## config.mk

```make
export PLATFORM = sky130hd
export DESIGN_NAME = scs_clock_select
export DESIGN_NICKNAME = d
export VERILOG_FILES = /design/src/scs_pkg.sv /design/src/scs_clock_select.sv
export SDC_FILE = /design/constraint.sdc
export NUM_CORES = 1
export LEC_CHECK = 0
export CAP_MARGIN = 20
export CORE_ASPECT_RATIO = 0.7
export CORE_UTILIZATION = 50
export CTS_CLUSTER_DIAMETER = 200
export CTS_CLUSTER_SIZE = 28
export DETAILED_ROUTE_END_ITERATION = 7
export DONT_BUFFER_PORTS = 1
export GPL_ROUTABILITY_DRIVEN = 0
export GPL_TIMING_DRIVEN = 0
export SLEW_MARGIN = 20
export SYNTH_ARGS = -nofsm -noshare
export SYNTH_HDL_FRONTEND = slang
export SYNTH_SLANG_ARGS = --single-unit
```

## constraint.sdc

```tcl
create_clock -name sys_clk_i -period 2.5 [get_ports sys_clk_i]
set_input_delay 0.25 -clock sys_clk_i [delete_from_list [all_inputs] [get_ports sys_clk_i]]
set_output_delay 0.25 -clock sys_clk_i [all_outputs]
set_load 0.005 [all_outputs]
```

## src/scs_pkg.sv

```systemverilog
// Package of constants and types for the system clock source select block
// =====================================================================
package scs_pkg;
    localparam int unsigned SYS_CLK_MHZ     = 100;
    localparam int unsigned PLL_LOCK_US     = 2000;
    localparam int unsigned PLL_LOCK_CYCLES = PLL_LOCK_US * SYS_CLK_MHZ;
    localparam int unsigned SYNC_EDGES      = 8;
    localparam int unsigned OUT_DIV         = 4;
    localparam int unsigned PORT_A_IO_BIT   = 6;
    localparam logic        FUSE_SWITCH_ON  = 1'h0;

    typedef enum logic [2:0]
    {
        SCS_LP   = 3'h0,
        SCS_XT   = 3'h1,
        SCS_HS   = 3'h2,
        SCS_RC   = 3'h3,
        SCS_EC   = 3'h4,
        SCS_EXTERNAL_CLOCK_IO_MODE = 3'h5,
        SCS_HSPL = 3'h6,
        SCS_RESISTOR_CAPACITOR_IO_MODE = 3'h7
    } scs_mode_t;

    typedef struct packed
    {
        logic out_level;
        logic out_enable;
        logic feedback_on;
        logic pll_on;
    } scs_pin_t;
endpackage

```

## src/scs_clock_select.sv

```systemverilog
// System clock source selection, PLL lock wait and glitch-free switch
module scs_clock_select
    import scs_pkg::*;
#(
    parameter int unsigned LOCK_CYCLES = PLL_LOCK_CYCLES
)
(
    input  wire logic       sys_clk_i,
    input  wire logic       reset_i,
    input  wire logic [2:0] main_osc_mode_bits_i,
    input  wire logic       clock_switch_enable_fuse_i,
    input  wire logic       secondary_osc_enable_i,
    input  wire logic       select_wr_i,
    input  wire logic       select_wdata_i,
    input  wire logic       oscillator_in_pin_i,
    input  wire logic       secondary_oscillator_i,
    input  wire logic       port_a_bit_six_io_i,
    input  wire logic       port_a_bit_six_oe_i,
    output logic            clock_source_select_o,
    output logic            oscillator_out_pin_o,
    output logic            oscillator_out_oe_o,
    output logic            port_a_bit_six_io_o,
    output logic            feedback_enable_o,
    output logic            pll_enable_o,
    output logic            pll_lock_done_o,
    output logic            run_enable_o,
    output logic            sys_clk_src_o
);
    // =================================================================
    // Pin synchronisers
    logic [1:0] main_sync_ff;
    logic [1:0] sec_sync_ff;
    logic       main_prev_ff;
    logic       sec_prev_ff;
    logic       main_rise;
    logic       sec_rise;

    always_ff @(posedge sys_clk_i)
    begin
        if (reset_i)
        begin
            main_sync_ff <= 2'h0;
            sec_sync_ff  <= 2'h0;
            main_prev_ff <= 1'h0;
            sec_prev_ff  <= 1'h0;
        end
        else
        begin
            main_sync_ff <= {main_sync_ff[0], oscillator_in_pin_i};
            sec_sync_ff  <= {sec_sync_ff[0], secondary_oscillator_i};
            main_prev_ff <= main_sync_ff[1];
            sec_prev_ff  <= sec_sync_ff[1];
        end
    end

    assign main_rise = main_sync_ff[1] & ~main_prev_ff;
    assign sec_rise  = sec_sync_ff[1] & ~sec_prev_ff;

    // =================================================================
    // Mode decode
    scs_mode_t mode;
    scs_pin_t  pins;
    logic      is_pll;
    logic      pa_read;
    logic      div_ff;
    logic [1:0] div_cnt_ff;

    assign mode = scs_mode_t'(main_osc_mode_bits_i);
    assign is_pll = (mode == SCS_HSPL);
    // Port bit readback follows the port logic only while it owns the pin
    assign pa_read = (mode == SCS_RESISTOR_CAPACITOR_IO_MODE || mode == SCS_EXTERNAL_CLOCK_IO_MODE)
                   & port_a_bit_six_io_i;

    always_comb
    begin
        pins = '0;
        pins.feedback_on = 1'h1;
        unique case (mode)
            SCS_RC, SCS_EC:
            begin
                pins.out_level  = div_ff;
                pins.out_enable = 1'h1;
            end
            SCS_RESISTOR_CAPACITOR_IO_MODE, SCS_EXTERNAL_CLOCK_IO_MODE:
            begin
                pins.out_level  = port_a_bit_six_io_i;
                pins.out_enable = port_a_bit_six_oe_i;
            end
            default:
            begin
                pins.out_level  = 1'h0;
                pins.out_enable = 1'h0;
            end
        endcase
        if (mode == SCS_EC || mode == SCS_EXTERNAL_CLOCK_IO_MODE || mode == SCS_RC || mode == SCS_RESISTOR_CAPACITOR_IO_MODE)
            pins.feedback_on = (mode == SCS_RC || mode == SCS_RESISTOR_CAPACITOR_IO_MODE);
        pins.pll_on = is_pll;
    end

    // Divide by four of the oscillator: toggle every other rising edge
    always_ff @(posedge sys_clk_i)
    begin
        if (reset_i)
        begin
            div_cnt_ff <= 2'h0;
            div_ff     <= 1'h0;
        end
        else if (main_rise)
        begin
            div_cnt_ff <= div_cnt_ff + 2'h1;
            if (div_cnt_ff[0])
                div_ff <= ~div_ff;
        end
    end

    // =================================================================
    // PLL lock timer; non-PLL modes need no start-up wait
    localparam int unsigned LW = $clog2(LOCK_CYCLES + 1);
    logic [LW-1:0] lock_cnt_ff;
    logic          lock_done_ff;

    always_ff @(posedge sys_clk_i)
    begin
        if (reset_i)
        begin
            lock_cnt_ff  <= '0;
            lock_done_ff <= 1'h0;
        end
        else if (!is_pll)
        begin
            lock_cnt_ff  <= '0;
            lock_done_ff <= 1'h1;
        end
        else if (!lock_done_ff)
        begin
            lock_cnt_ff <= lock_cnt_ff + LW'(1);
            if (lock_cnt_ff == LW'(LOCK_CYCLES - 1))
                lock_done_ff <= 1'h1;
        end
    end

    // =================================================================
    // Source select bit and glitch-free switch
    logic       select_ff;
    logic       active_src_ff;
    logic       switching_ff;
    logic [3:0] edge_cnt_ff;
    logic       allowed;
    logic       new_rise;

    assign allowed = (clock_switch_enable_fuse_i == FUSE_SWITCH_ON)
                   & secondary_osc_enable_i;
    assign new_rise = select_ff ? sec_rise : main_rise;

    always_ff @(posedge sys_clk_i)
    begin
        if (reset_i)
            select_ff <= 1'h0;
        else if (!allowed)
            select_ff <= 1'h0;
        else if (select_wr_i)
            select_ff <= select_wdata_i;
    end

    always_ff @(posedge sys_clk_i)
    begin
        if (reset_i)
        begin
            active_src_ff <= 1'h0;
            switching_ff  <= 1'h0;
            edge_cnt_ff   <= 4'h0;
        end
        else if (select_ff != active_src_ff && !switching_ff)
        begin
            switching_ff <= 1'h1;
            edge_cnt_ff  <= 4'h0;
        end
        else if (switching_ff && new_rise)
        begin
            edge_cnt_ff <= edge_cnt_ff + 4'h1;
            if (edge_cnt_ff == 4'(SYNC_EDGES - 1))
            begin
                switching_ff  <= 1'h0;
                active_src_ff <= select_ff;
            end
        end
    end

    // =================================================================
    // Registered outputs
    always_ff @(posedge sys_clk_i)
    begin
        if (reset_i)
        begin
            clock_source_select_o <= 1'h0;
            oscillator_out_pin_o  <= 1'h0;
            oscillator_out_oe_o   <= 1'h0;
            port_a_bit_six_io_o   <= 1'h0;
            feedback_enable_o     <= 1'h0;
            pll_enable_o          <= 1'h0;
            pll_lock_done_o       <= 1'h0;
            run_enable_o          <= 1'h0;
            sys_clk_src_o         <= 1'h0;
        end
        else
        begin
            clock_source_select_o <= select_ff;
            oscillator_out_pin_o  <= pins.out_level;
            oscillator_out_oe_o   <= pins.out_enable;
            port_a_bit_six_io_o   <= pa_read;
            feedback_enable_o     <= pins.feedback_on;
            pll_enable_o          <= pins.pll_on;
            pll_lock_done_o       <= lock_done_ff;
            // Execution frozen during lock wait and switch synchronisation
            run_enable_o          <= lock_done_ff & ~switching_ff
                                   & (select_ff == active_src_ff);
            sys_clk_src_o         <= active_src_ff;
        end
    end

    // =================================================================
    // Independent cycle count since reset, for the lock length check
    logic [LW-1:0] lock_seen_ff;

    always_ff @(posedge sys_clk_i)
    begin
        if (reset_i)
            lock_seen_ff <= '0;
        else if (lock_seen_ff != LW'(LOCK_CYCLES))
            lock_seen_ff <= lock_seen_ff + LW'(1);
    end
endmodule

```

Yosys cells after proc, flatten, opt, wreduce, memory -nomap -nowiden. Index checks and enable logic that the tools add are counted. W data, S select, Z words.

Word-level logic and storage cells: 74. Output and inout port bits: 9. Bits in registers: 44. Bits of input ports: 13.

Add/subtract/negate cells: 3. Eq/ne operators: 9. Bitwise gates (word level): 14. Reduce and logical (&&, ||, !) cells: 18. Multiplexer cells: 9.

Operators with widths (number): $add A18 B1 Y18 const B (1); $eq A18 B18 Y1 const B (1); $eq A3 B3 Y1 const B (4); $reduce_or A2 Y1 (5); $mux W1 (8); $not A1 Y1 (8); $and A1 B1 Y1 (6); $logic_or A1 B1 Y1 (5); $add A4 B1 Y4 const B (1); $eq A4 B3 Y1 const B (1); $pmux W2 S2 (1); $reduce_and A2 Y1 (2); $reduce_bool A2 Y1 (2); $eq A3 B2 Y1 const B (1); $reduce_and A3 Y1 (1); $add A2 B1 Y2 const B (1); $logic_and A1 B1 Y1 (2); $eq A1 B1 Y1 (1); $logic_not A1 Y1 (1); $ne A1 B1 Y1 (1).

Depth between registers and ports, before layout. Gate-level depths: netlist (run 1).

Word-level depth: 6. Mapped depth: 6. Depth with buffers taken out: 5.

Worst setup path after synthesis (run 1). Ideal clock, no wire load.

Path type: register to register. Start: register lock_cnt_ff[0]. End: register lock_cnt_ff[16]. Slack: 1.042 ns. Clock period less this slack: 1.458 ns. Required time: 2.430 ns. Arrival time: 1.388 ns. Buffers on the path: 0. Stages on the path, launching flop included: 6. Cell sequence: dfxtp_1 -> ha_1 -> and3b_1 -> nand3_2 -> or4_1 -> a21oi_1.

Cells in the longest elaborated chain, start to end: 1.

RTL lines: from (decl) (line scs_clock_select.sv:119) `logic [LW-1:0] lock_cnt_ff;`; from (signal assigned) (line scs_clock_select.sv:136) `lock_cnt_ff <= lock_cnt_ff + LW'(1);`; $add A18 B1 Y18 (line scs_clock_select.sv:136).

No other way between the ends. A chain may end at the register's enable or synchronous reset.

Final worst setup path (run 1).
Start: register select_ff. End: register active_src_ff.

Cells in the longest elaborated chain, start to end: 4. Elaborated cells between the ends (all ways): 6. Classes of those cells: 1 x eq/ne; 1 x mux; 1 x bitwise; 3 x reduce/logical.

RTL lines: from (decl) (line scs_clock_select.sv:144) `logic select_ff;`; from (signal assigned) (line scs_clock_select.sv:162) `select_ff <= select_wdata_i;`; $ne A1 B1 Y1 (line scs_clock_select.sv:173) `else if (select_ff != active_src_ff && !switching_ff)`; $logic_and A1 B1 Y1 (line scs_clock_select.sv:173); $not A1 Y1 (no line); $reduce_and A3 Y1 (no line); to (signal assigned) (line scs_clock_select.sv:184) `active_src_ff <= select_ff;`; to (decl) (line scs_clock_select.sv:145) `logic active_src_ff;`.

Several ways; a longest one is shown, not always the timed one.

==> results of run 1 <==
==> report_power, final <==
part	total [mW]	internal (mW)	switching, mW
sequential	0.706	0.697	0.00835
combinational	0.0316	0.0146	0.0169
clock	0.415	0.196	0.219
==> flip-flops by register name (all words and copies together) (netlist names), 2 cells and up <==
register / flops
lock_cnt_ff: 18
edge_cnt_ff: 4
main_sync_ff: 2
sec_sync_ff: 2
==> placed cells by master, fill, tap and decap left out, drive strengths merged <==
master,n
nand4,7
or4,4
xnor2,3
nor3,3
ha,2
clkbuf,9
nor4,1
o31ai,1
nand3b,2
buf,3
and4b,1
inv,3
a21o,1
nand2,10
o21ai,5
xor2,13
nand2b,1
or3,4
nor2,24
o211ai,4
mux2,1
mux2i,4
nor2b,12
nand3,7
and4,2
clkinv,1
and3b,2
or2,1
nor4b,2
and3,1
a21oi,7
dfxtp,43
nor3b,3
==> final timing paths <==
kind                                    from             end  slack [ps]  depth (start not counted)
hold / removal    clock_switch_enable_fuse_i       select_ff          30                          1
hold reg to reg               sec_sync_ff[0]  sec_sync_ff[1]         440                          1
setup reg to reg                   select_ff   active_src_ff         790                          4
setup / recovery                   select_ff   active_src_ff         790                          4
==> cells in the mapped netlist, drive strengths merged, types with 2 or more instances <==
master  count
xor2       13
nor4b       2
and4        2
nand3       7
nand3b      2
inv         3
or3         4
ha          2
nand2      10
nand4       7
nor2b      12
o211ai      4
nor3        3
nor3b       3
dfxtp      43
o21ai       5
clkbuf      2
a21oi       7
or4         4
xnor2       3
nor2       24
buf         3
mux2i       4
and3b       2
==> metrics by stage <==
| stage | area (um^2) | total power [mW] |
|---|---|---|
| floorplan | 1710 | 0.745 |
| global placement | 1770 | 0.752 |
| detailed placement | 1770 | 0.753 |
| CTS | 1850 | 1.16 |
| global route | 1850 | 1.20 |
| finish | 1850 | 1.15 |
==> kinds of logic after synthesis <==
logic type / share of synthesized area [%]
compound gates: 6.15
xor+xnor: 8.20
fa+ha+maj: 1.46
buf+inv: 2.27
flops: 50.4
mux: 3.00
simple gates: 28.6
==> area by class of cell <==
type / count / area share, %
multi-input combinational: 128 / 43.8
sequential: 43 / 46.5
inverter: 3 / 0.609
clock inverter: 1 / 0.271
tap: 47 / 3.18
buffer: 5 / 1.49
clock buffer: 7 / 4.13
==> layer usage <==
layer | GRT usage, % | wire, um
met2 | 25.8 | 1170
met5 | 0 | 0
met3 | 5.52 | 170
met4 | 7.84 | 38
met1 | 27.3 | 1610
==> metrics.csv, run 1 <==
metric,value,unit
p_per_area,623,mW/mm^2
hold_viol_final,0,
path_delay_family,simple AND/OR/NAND/NOR gates,
first_pass_iters,4,
maxCapViolCount,0,
min_period,1710,ps
grt_max_degree,13,
num_antenna_cells,0,
hold_class,in2reg,
arrival,1890,ps
syn_area,0.00171,mm^2
synth-main-ff-cell,dfxtp_1,
cts.path.max_buffers,2,
tightest_slew,439,ps
max-vdd-ir-drop,0.388,mV
die_x,71.9,um
period_share,68.5,%
hpwl,2190,um
postSynthCellCount,179,
yosys.area.top_type,dfxtp_1,
clkTransAtPathRegs,70,ps
areaGrowthSynthToFinish,8.20,%
p_leak,0.678,nW
finalSetupTns,0,ps
cp_data_required_time,2680,ps
synth.area.top_cells,"dfxtp_1, xor2_1, nor2_1",
cts_setup_buffers,0,
grt_usage,18.8,%
ys_seq_area_share,50.4,%
grt_first_pass_wirelength,5180,um
clk_latency,290,ps
seqCellArea,861,um^2
drt_wl_total,2990,um
slowest_stage,nor3b_1,
cts-resized-gates,0,
die_y,50.9,um
yosys_warnings,0,
crit_fanout,5,
vias,1236,
cp-start-kind,flop,
synthArstFlopShare,0,%
detail_route.iter0.violations,114,
crit_chain,nor3b_1 -> o21ai_0 -> nor2_1 -> mux2_2,
setup.worst_path.end_class,flop,
layout-drive-gt1-share,6.42,%
instances_no_fill,234,
wl_per_cell,12.8,um
multi_input_area,810,um^2
crit_type,reg2reg,
cts-root-buf,clkbuf_8,
dieArea,0.00366,mm^2
fillers,294,
worst_slack,787,ps
antenna_left,0,
cts_hold_buf,0,
ys_types,36,
port_buffers,0,
rsz0062_at_grt,false,
vias_per_cell,5.28,
fin_nets,201,
timing.fmax,584,MHz
rows,17,
grt.overflow.total,0,
grt_pass1_vias,1157,
synth_top_area_share,50.4,%
numCtsBuffers,5,
ios,22,
relSlewSlack,70.4,%
utilization,57.6,%
outcome,completed,
syn_nets,194,
fin_worst_hold_slack,32.3,ps
slowest_delay,380,ps
coreArea,0.00321,mm^2
antenna_found_initial,0,
setup_viol,0,
start_util,53.2,%
cp_num_buf_inv,0,
drcViolationCount,0,
ys_seq_elements,43,
cts.sinks,43,
avgSynthCellArea,9.55,um^2
synth_edf_count,0,
cts_tree,yes,
htreeDepth,2,
post-place-ws,808,ps
numPlacedInstances,226,
fin_skew,7.21,ps
drv_slew,0,
Power figures use the tool's default switching activity.
==> run 2: changes to the inputs <==
- clock period: 2.5 -> 1.6 ns (I/O delays scaled with it)
==> run 2 against run 1 <==
Effect of this change: die area unchanged; sequential power up 56%; routed wire length rose by 5.5%; via count increased by 3.9%; clock-buffer cell count unchanged.
==> metrics.csv, run 2 (synthesis results as in run 1) <==
metric,value,unit,change
areaGrowthSynthToFinish,15.0,%,was 8.20%
crit_type,reg2reg,,unchanged
largest_reg_flops,18,,unchanged
p_per_area,924,mW/mm^2,was 623 mW/mm^2
max-vdd-ir-drop,0.633,mV,was 0.388 mV
worst_r2r_path_depth,5,,was 4
r2r_slack,80,ps,was 790 ps
instances_no_fill,240,,was 234
outcome,completed,,unchanged
cp-start-kind,flop,,unchanged
swShare,21.5,%,was 21.2%
grt.overflow.total,0,,unchanged
dieArea,0.00366,mm^2,unchanged
final_common_cell,dfxtp_1,,unchanged
timing.fmax,658,MHz,was 584 MHz
wl_per_cell,13.2,um,was 12.8 um
largest_register,lock_cnt_ff,,unchanged
min_delay_worst_endpoint,feedback_enable_o,,was select_ff
port_buffers,0,,unchanged
die_y,50.9,um,unchanged
rows,17,,unchanged
drcViolationCount,0,,unchanged
switchingPower,391,uW,was 244 uW
min_period,1520,ps,was 1710 ps
cts_tree,yes,,unchanged
fin_worst_hold_slack,3.92,ps,was 32.3 ps
num_antenna_cells,0,,unchanged
p_leak,0.727,nW,was 0.678 nW
hold_class,in2reg,,unchanged
drv_slew,0,,unchanged
hpwl,2190,um,unchanged
antenna_found_initial,0,,unchanged
layout-drive-gt1-share,13.0,%,was 6.42%
grt_max_degree,13,,unchanged
numPlacedInstances,226,,unchanged
coreArea,0.00321,mm^2,unchanged
arrival,1750,ps,was 1890 ps
antenna_left,0,,unchanged
cts.path.max_buffers,2,,unchanged
fillers,283,,was 294
htreeDepth,2,,unchanged
rr_endpoint,lock_cnt_ff[16],,was active_src_ff
period_share,95.0,%,was 68.5%
start_util,53.2,%,unchanged
fin_skew,4.88,ps,was 7.21 ps
setup_viol,0,,unchanged
detail_route.iter0.violations,98,,was 114
crit_fanout,7,,was 5
grt_pass1_vias,1190,,was 1157
numCtsBuffers,5,,unchanged
p_int,1.42,mW,was 908 uW
tightest_slew,487,ps,was 439 ps
hold_path_startpoint,main_osc_mode_bits_i[1],,was clock_switch_enable_fuse_i
fin_nets,207,,was 201
grt_first_pass_wirelength,5460,um,was 5180 um
seqPwrFrac,60.7,%,was 61.2%
final_cell_mix,"dfxtp_1, nor2_1, xor2_1",,unchanged
largestRegisters,"lock_cnt_ff (18), edge_cnt_ff (4)",,unchanged
fin_area,0.00197,mm^2,was 0.00185 mm^2
dpl_cell_area,0.00177,mm^2,unchanged
reg2reg_from,lock_cnt_ff[0],,was select_ff
multi_input_area,861,um^2,was 810 um^2
cts-root-buf,clkbuf_8,,unchanged
seqCellArea,868,um^2,was 861 um^2
cp_data_required_time,1830,ps,was 2680 ps
relSlewSlack,67.5,%,was 70.4%
grt_usage,19.8,%,was 18.8%
p_comb_share,3.2,%,was 2.7%
first_pass_iters,5,,was 4
maxCapViolCount,0,,unchanged
hold_viol_final,0,,unchanged
die_x,71.9,um,unchanged
vias,1284,,was 1236
min_path_cells,2,,was 1
drt_wl_total,3160,um,was 2990 um
clkTransAtPathRegs,80,ps,was 70 ps
clk_latency,290,ps,about the same
ios,22,,unchanged
setup.worst_path.end_class,flop,,unchanged
pwr-share-clk,36.1,%,was 36.0%
cts.sinks,43,,unchanged
vias_per_cell,5.35,,was 5.28
-- run 2: worst max-delay path, cell delays in order, from the launching register on --
cell	delay, ps
dfxtp_2	350
ha_2	200
and3b_2	220
nand3_4	110
or4_1	430
a21oi_1	150
-- run 2: power groups by stage --
stage	Clock [mW]	Sequential [mW]	Combinational (mW)
after global placement	0	1.13	0.0476
after CTS	0.666	1.10	0.0579
after detailed placement	0	1.13	0.0495
final	0.655	1.10	0.0586
after floorplan	0	1.12	0.0408
after global routing	0.723	1.11	0.0658
-- run 2: area by class of cell --
class / count / share of cell area (%)
Buffer: 5 / 1.53
Inverter: 3 / 0.573
Clock buffer: 7 / 3.88
Timing Repair Buffer: 6 / 2.80
Sequential cell: 43 / 44.2
Clock inverter: 1 / 0.255
Tap cell: 47 / 2.99
Multi-Input combinational cell: 128 / 43.8
-- run 2: layer usage --
| metal | track usage (%) | vias up | wire length [um] |
|---|---|---|---|
| met1 | 28.9 | 608 | 1700 |
| met3 | 5.52 | 5 | 123 |
| met5 | 0 | - | 0 |
| li1 | - | 646 | - |
| met4 | 7.84 | 0 | 38 |
| met2 | 27.5 | 25 | 1300 |
-- run 2: what timing repair did --
| action | in CTS | in global routing |
|---|---|---|
| gates resized for setup | 6 | 13 |
| pin swaps | 0 | 2 |
| buffers inserted | 1 | 1 |
| hold buffers | 4 | 0 |
| endpoints found under the setup margin | 4 | 6 |
| endpoints found under the hold margin | 4 | 0 |
-- run 2: worst max path at each step --
stage | start | endpoint | slack [ps] | cells after the start
floorplan | lock_cnt_ff[0] | lock_cnt_ff[16] | 140 | 5
global placement | select_ff | active_src_ff | -90 | 4
detailed placement | select_ff | active_src_ff | -90 | 4
CTS | lock_done_ff | lock_cnt_ff[11] | 10 | 5
global route | lock_cnt_ff[0] | lock_cnt_ff[16] | -1 | 5
finish | lock_cnt_ff[0] | lock_cnt_ff[16] | 80 | 5
-- run 2: through the flow --
stage / util [%] / setup TNS [ps] / setup slack, ps / power [mW]
floorplan: - / 0 / 142 / 1.16
global placement: 55.0 / -115 / -91.3 / 1.17
detailed placement: 55.0 / -211 / -91.5 / 1.18
CTS: 60.2 / 0 / 14.7 / 1.83
global route: 61.2 / -1.01 / -1.01 / 1.89
finish: 61.2 / 0 / 80.5 / 1.82
==> run 3: changes to the inputs <==
- ABC_AREA: not set -> 1
- CTS_CLUSTER_SIZE: 28 -> 12
==> run 3 against run 2 <==
Effect of this change: register-to-register slack gained 70 ps; first-iteration DRC count shrank 3.1%; critical path depth grew 4; global-route usage grew 0.55 points; largest cell class is now multi-input gates; largest power group unchanged.
==> metrics.csv, run 3 <==
metric,value,unit,change
ios,22,,unchanged
yosysMostFrequentCell,nand2_1,,was dfxtp_1
largestRegisters,"lock_cnt_ff (18), edge_cnt_ff (4)",,unchanged
reg2reg_from,lock_cnt_ff[1],,was lock_cnt_ff[0]
path_delay_family,simple AND/OR/NAND/NOR gates,,unchanged
num_antenna_cells,0,,unchanged
cp_data_required_time,1830,ps,about the same
largest_reg_flops,18,,unchanged
cts.sinks,43,,unchanged
syn_nets,266,,was 194
period_share,90.6,%,was 95.0%
dieArea,0.00409,mm^2,was 0.00366 mm^2
fin_area,0.00214,mm^2,was 0.00197 mm^2
synthXorXnorAreaFrac,2.74,%,was 8.20%
arrival,1680,ps,was 1750 ps
rows,18,,was 17
clk_latency,290,ps,about the same
die_y,53.8,um,was 50.9 um
maxCapViolCount,0,,unchanged
cts_tree,yes,,unchanged
synth_compound_area_share,9.32,%,was 6.15%
setup.worst_path.end_class,flop,,unchanged
clkTransAtPathRegs,80,ps,about the same
final_cell_mix,"nand2_1, dfxtp_1, inv_1, nor2_1, a21oi_1",,"was dfxtp_1, nor2_1, xor2_1"
outcome,completed,,unchanged
htreeDepth,2,,unchanged
yosys.area_share.simple,33.3,%,was 28.6%
syn_area,0.00192,mm^2,was 0.00171 mm^2
port_buffers,0,,unchanged
min_period,1450,ps,was 1520 ps
final_common_cell,nand2_1,,was dfxtp_1
fin_nets,279,,was 207
p_per_area,870,mW/mm^2,was 924 mW/mm^2
yosys_warnings,0,,unchanged
cp-startpoint,lock_cnt_ff[1],,was lock_cnt_ff[0]
hold_viol_final,0,,unchanged
grt_max_degree,13,,unchanged
avgSynthCellArea,7.65,um^2,was 9.55 um^2
slowest_stage,dfxtp_1,,was or4_1
cts_setup_buffers,0,,was 1
synthArstFlopShare,0,%,unchanged
synth.area.top_cells,"dfxtp_1, nand2_1, inv_1",,"was dfxtp_1, xor2_1, nor2_1"
cts-root-buf,clkbuf_8,,unchanged
hpwl,2620,um,was 2190 um
cts.path.max_buffers,2,,unchanged
antenna_found_initial,0,,unchanged
timing.fmax,690,MHz,was 658 MHz
grt_pass1_vias,1383,,was 1190
crit_chain,ha_1 -> nand2_1 -> nor2_1 -> nand3_2 -> nor2_4 -> nand2_1 -> nand2_1 -> nand2_1 -> nor2_1,,was ha_2 -> and3b_2 -> nand3_4 -> or4_1 -> a21oi_1
ys_top_cells_by_count,"nand2_1, dfxtp_1, inv_1, nor2_1, a21oi_1",,"was dfxtp_1, nor2_1, xor2_1, nor2b_1, nand2_1"
first_pass_iters,4,,was 5
grt_usage,20.4,%,was 19.8%
drv_slew,0,,unchanged
start_util,53.3,%,was 53.2%
setup_viol,0,,unchanged
finalSetupTns,0,ps,unchanged
ys_types,31,,was 36
post-place-ws,190,ps,was -91.5 ps
cp-start-kind,flop,,unchanged
drt_wl_total,3660,um,was 3160 um
detail_route.iter0.violations,95,,was 98
synth_top_area_share,44.9,%,was 50.4%
coreArea,0.00360,mm^2,was 0.00321 mm^2
crit_fanout,4,,was 7
antenna_left,0,,unchanged
vias_per_cell,4.83,,was 5.35
postSynthCellCount,251,,was 179
max-vdd-ir-drop,0.709,mV,was 0.633 mV
layout-drive-gt1-share,14.0,%,was 13.0%
ys_seq_elements,43,,unchanged
cp_num_buf_inv,0,,unchanged
ys_seq_area_share,44.9,%,was 50.4%
synth-main-ff-cell,dfxtp_1,,unchanged
p_leak,0.881,nW,was 0.727 nW
hold_class,in2reg,,unchanged
grt.overflow.total,0,,unchanged
yosys.area.top_type,dfxtp_1,,unchanged
hold_path_startpoint,main_osc_mode_bits_i[1],,unchanged
synth_edf_count,0,,unchanged
numCtsBuffers,5,,unchanged
worst_slack,151,ps,was 80.5 ps
crit_type,reg2reg,,unchanged
relSlewSlack,68.9,%,was 67.5%
cpMostUsedCell,nand2_1,,
die_x,76.1,um,was 71.9 um
fin_skew,4.54,ps,was 4.88 ps
vias,1518,,was 1284
tightest_slew,467,ps,was 487 ps
dpl_cell_area,0.00198,mm^2,was 0.00177 mm^2
synth_top_family_by_area,simple AND/OR/NAND/NOR gates,,unchanged
largest_register,lock_cnt_ff,,unchanged
slowest_delay,370,ps,was 430 ps
drcViolationCount,0,,unchanged
grt_first_pass_wirelength,6290,um,was 5460 um
p_total,1.86,mW,was 1.82 mW
areaGrowthSynthToFinish,11.5,%,was 15.0%
synth_mux_area_share,0,%,was 3.00%
wl_per_cell,11.7,um,was 13.2 um
synthAdderAreaFrac,1.30,%,was 1.46%
==> run 3: cell types whose count changed after synthesis, moves of 5 or more <==
cell | before | now
nor2_1 | 24 | 31
nor2_2 | 0 | 5
xor2_1 | 13 | 4
nand2_1 | 10 | 48
nand4_1 | 7 | 1
nand3_1 | 5 | 16
inv_1 | 3 | 31
nor2b_1 | 12 | 0
inv_2 | 0 | 5
a21oi_1 | 7 | 21
==> run 3: cell families (layout without fill, tap and decap cells) <==
kind of cell | Yosys count | count (layout)
buf+inv | 40 | 53
simple gates | 127 | 127
flops | 43 | 43
xor+xnor | 6 | 6
fa+ha+maj | 2 | 2
compound gates | 33 | 33
==> run 3: worst reg2reg max path, cell delays in order (launching register included) <==
cell and delay [ps]:
dfxtp_1 370, ha_1 180, nand2_1 120, nor2_1 140
nand3_2 160, nor2_4 160, nand2_1 60, nand2_1 60
nand2_1 50, nor2_1 80
==> run 3: layout make-up <==
type,count,area (um^2)
fill,351,1460
timing repair buffer,6,60.1
inverter,36,135
buffer,4,27.5
multi-input combinational,168,906
tap,50,62.6
clock inverter,1,5.00
sequential,43,862
clock buffer,6,82.6
==> run 3: power breakdown <==
part	internal [mW]	total, mW	switching (mW)	leakage (nW)
Combinational	0.0289	0.0712	0.0423	0.484
Sequential	1.09	1.10	0.0144	0.350
Clock	0.339	0.687	0.349	0.0470
==> run 3: repair_timing <==
action,in CTS,in global routing
resized for setup,0,3
hold buffers,6,0
endpoints found under the hold margin,5,0
setup endpoints to repair,0,3
==> run 3: worst paths after layout <==
check | end | slack, ps | depth (start not counted)
worst max-delay path | lock_cnt_ff[12] | 150 | 9
worst max register to register | lock_cnt_ff[12] | 150 | 9
worst min-delay path | feedback_enable_o | 20 | 2
worst min register to register | sec_sync_ff[1] | 400 | 2
==> run 3: layer usage <==
| layer | part of all wire, % | up-vias | track usage (%) |
|---|---|---|---|
| li1 | - | 819 | - |
| met1 | 58 | 667 | 28.5 |
| met4 | 1.3 | 0 | 7.69 |
| met2 | 37 | 27 | 30.3 |
| met3 | 3.9 | 5 | 5.59 |
| met5 | 0 | - | 0 |
==> run 3: per-stage QoR <==
| step | utilization (%) | hold WS (ps) | std cells |
|---|---|---|---|
| after floorplan | - | 237 | 251 |
| after global routing | 59.4 | 28.8 | 314 |
| after detailed placement | 55.0 | 240 | 301 |
| final | 59.4 | 22.0 | 314 |
| after CTS | 59.1 | 12.5 | 314 |
| after global placement | 55.0 | 243 | 301 |
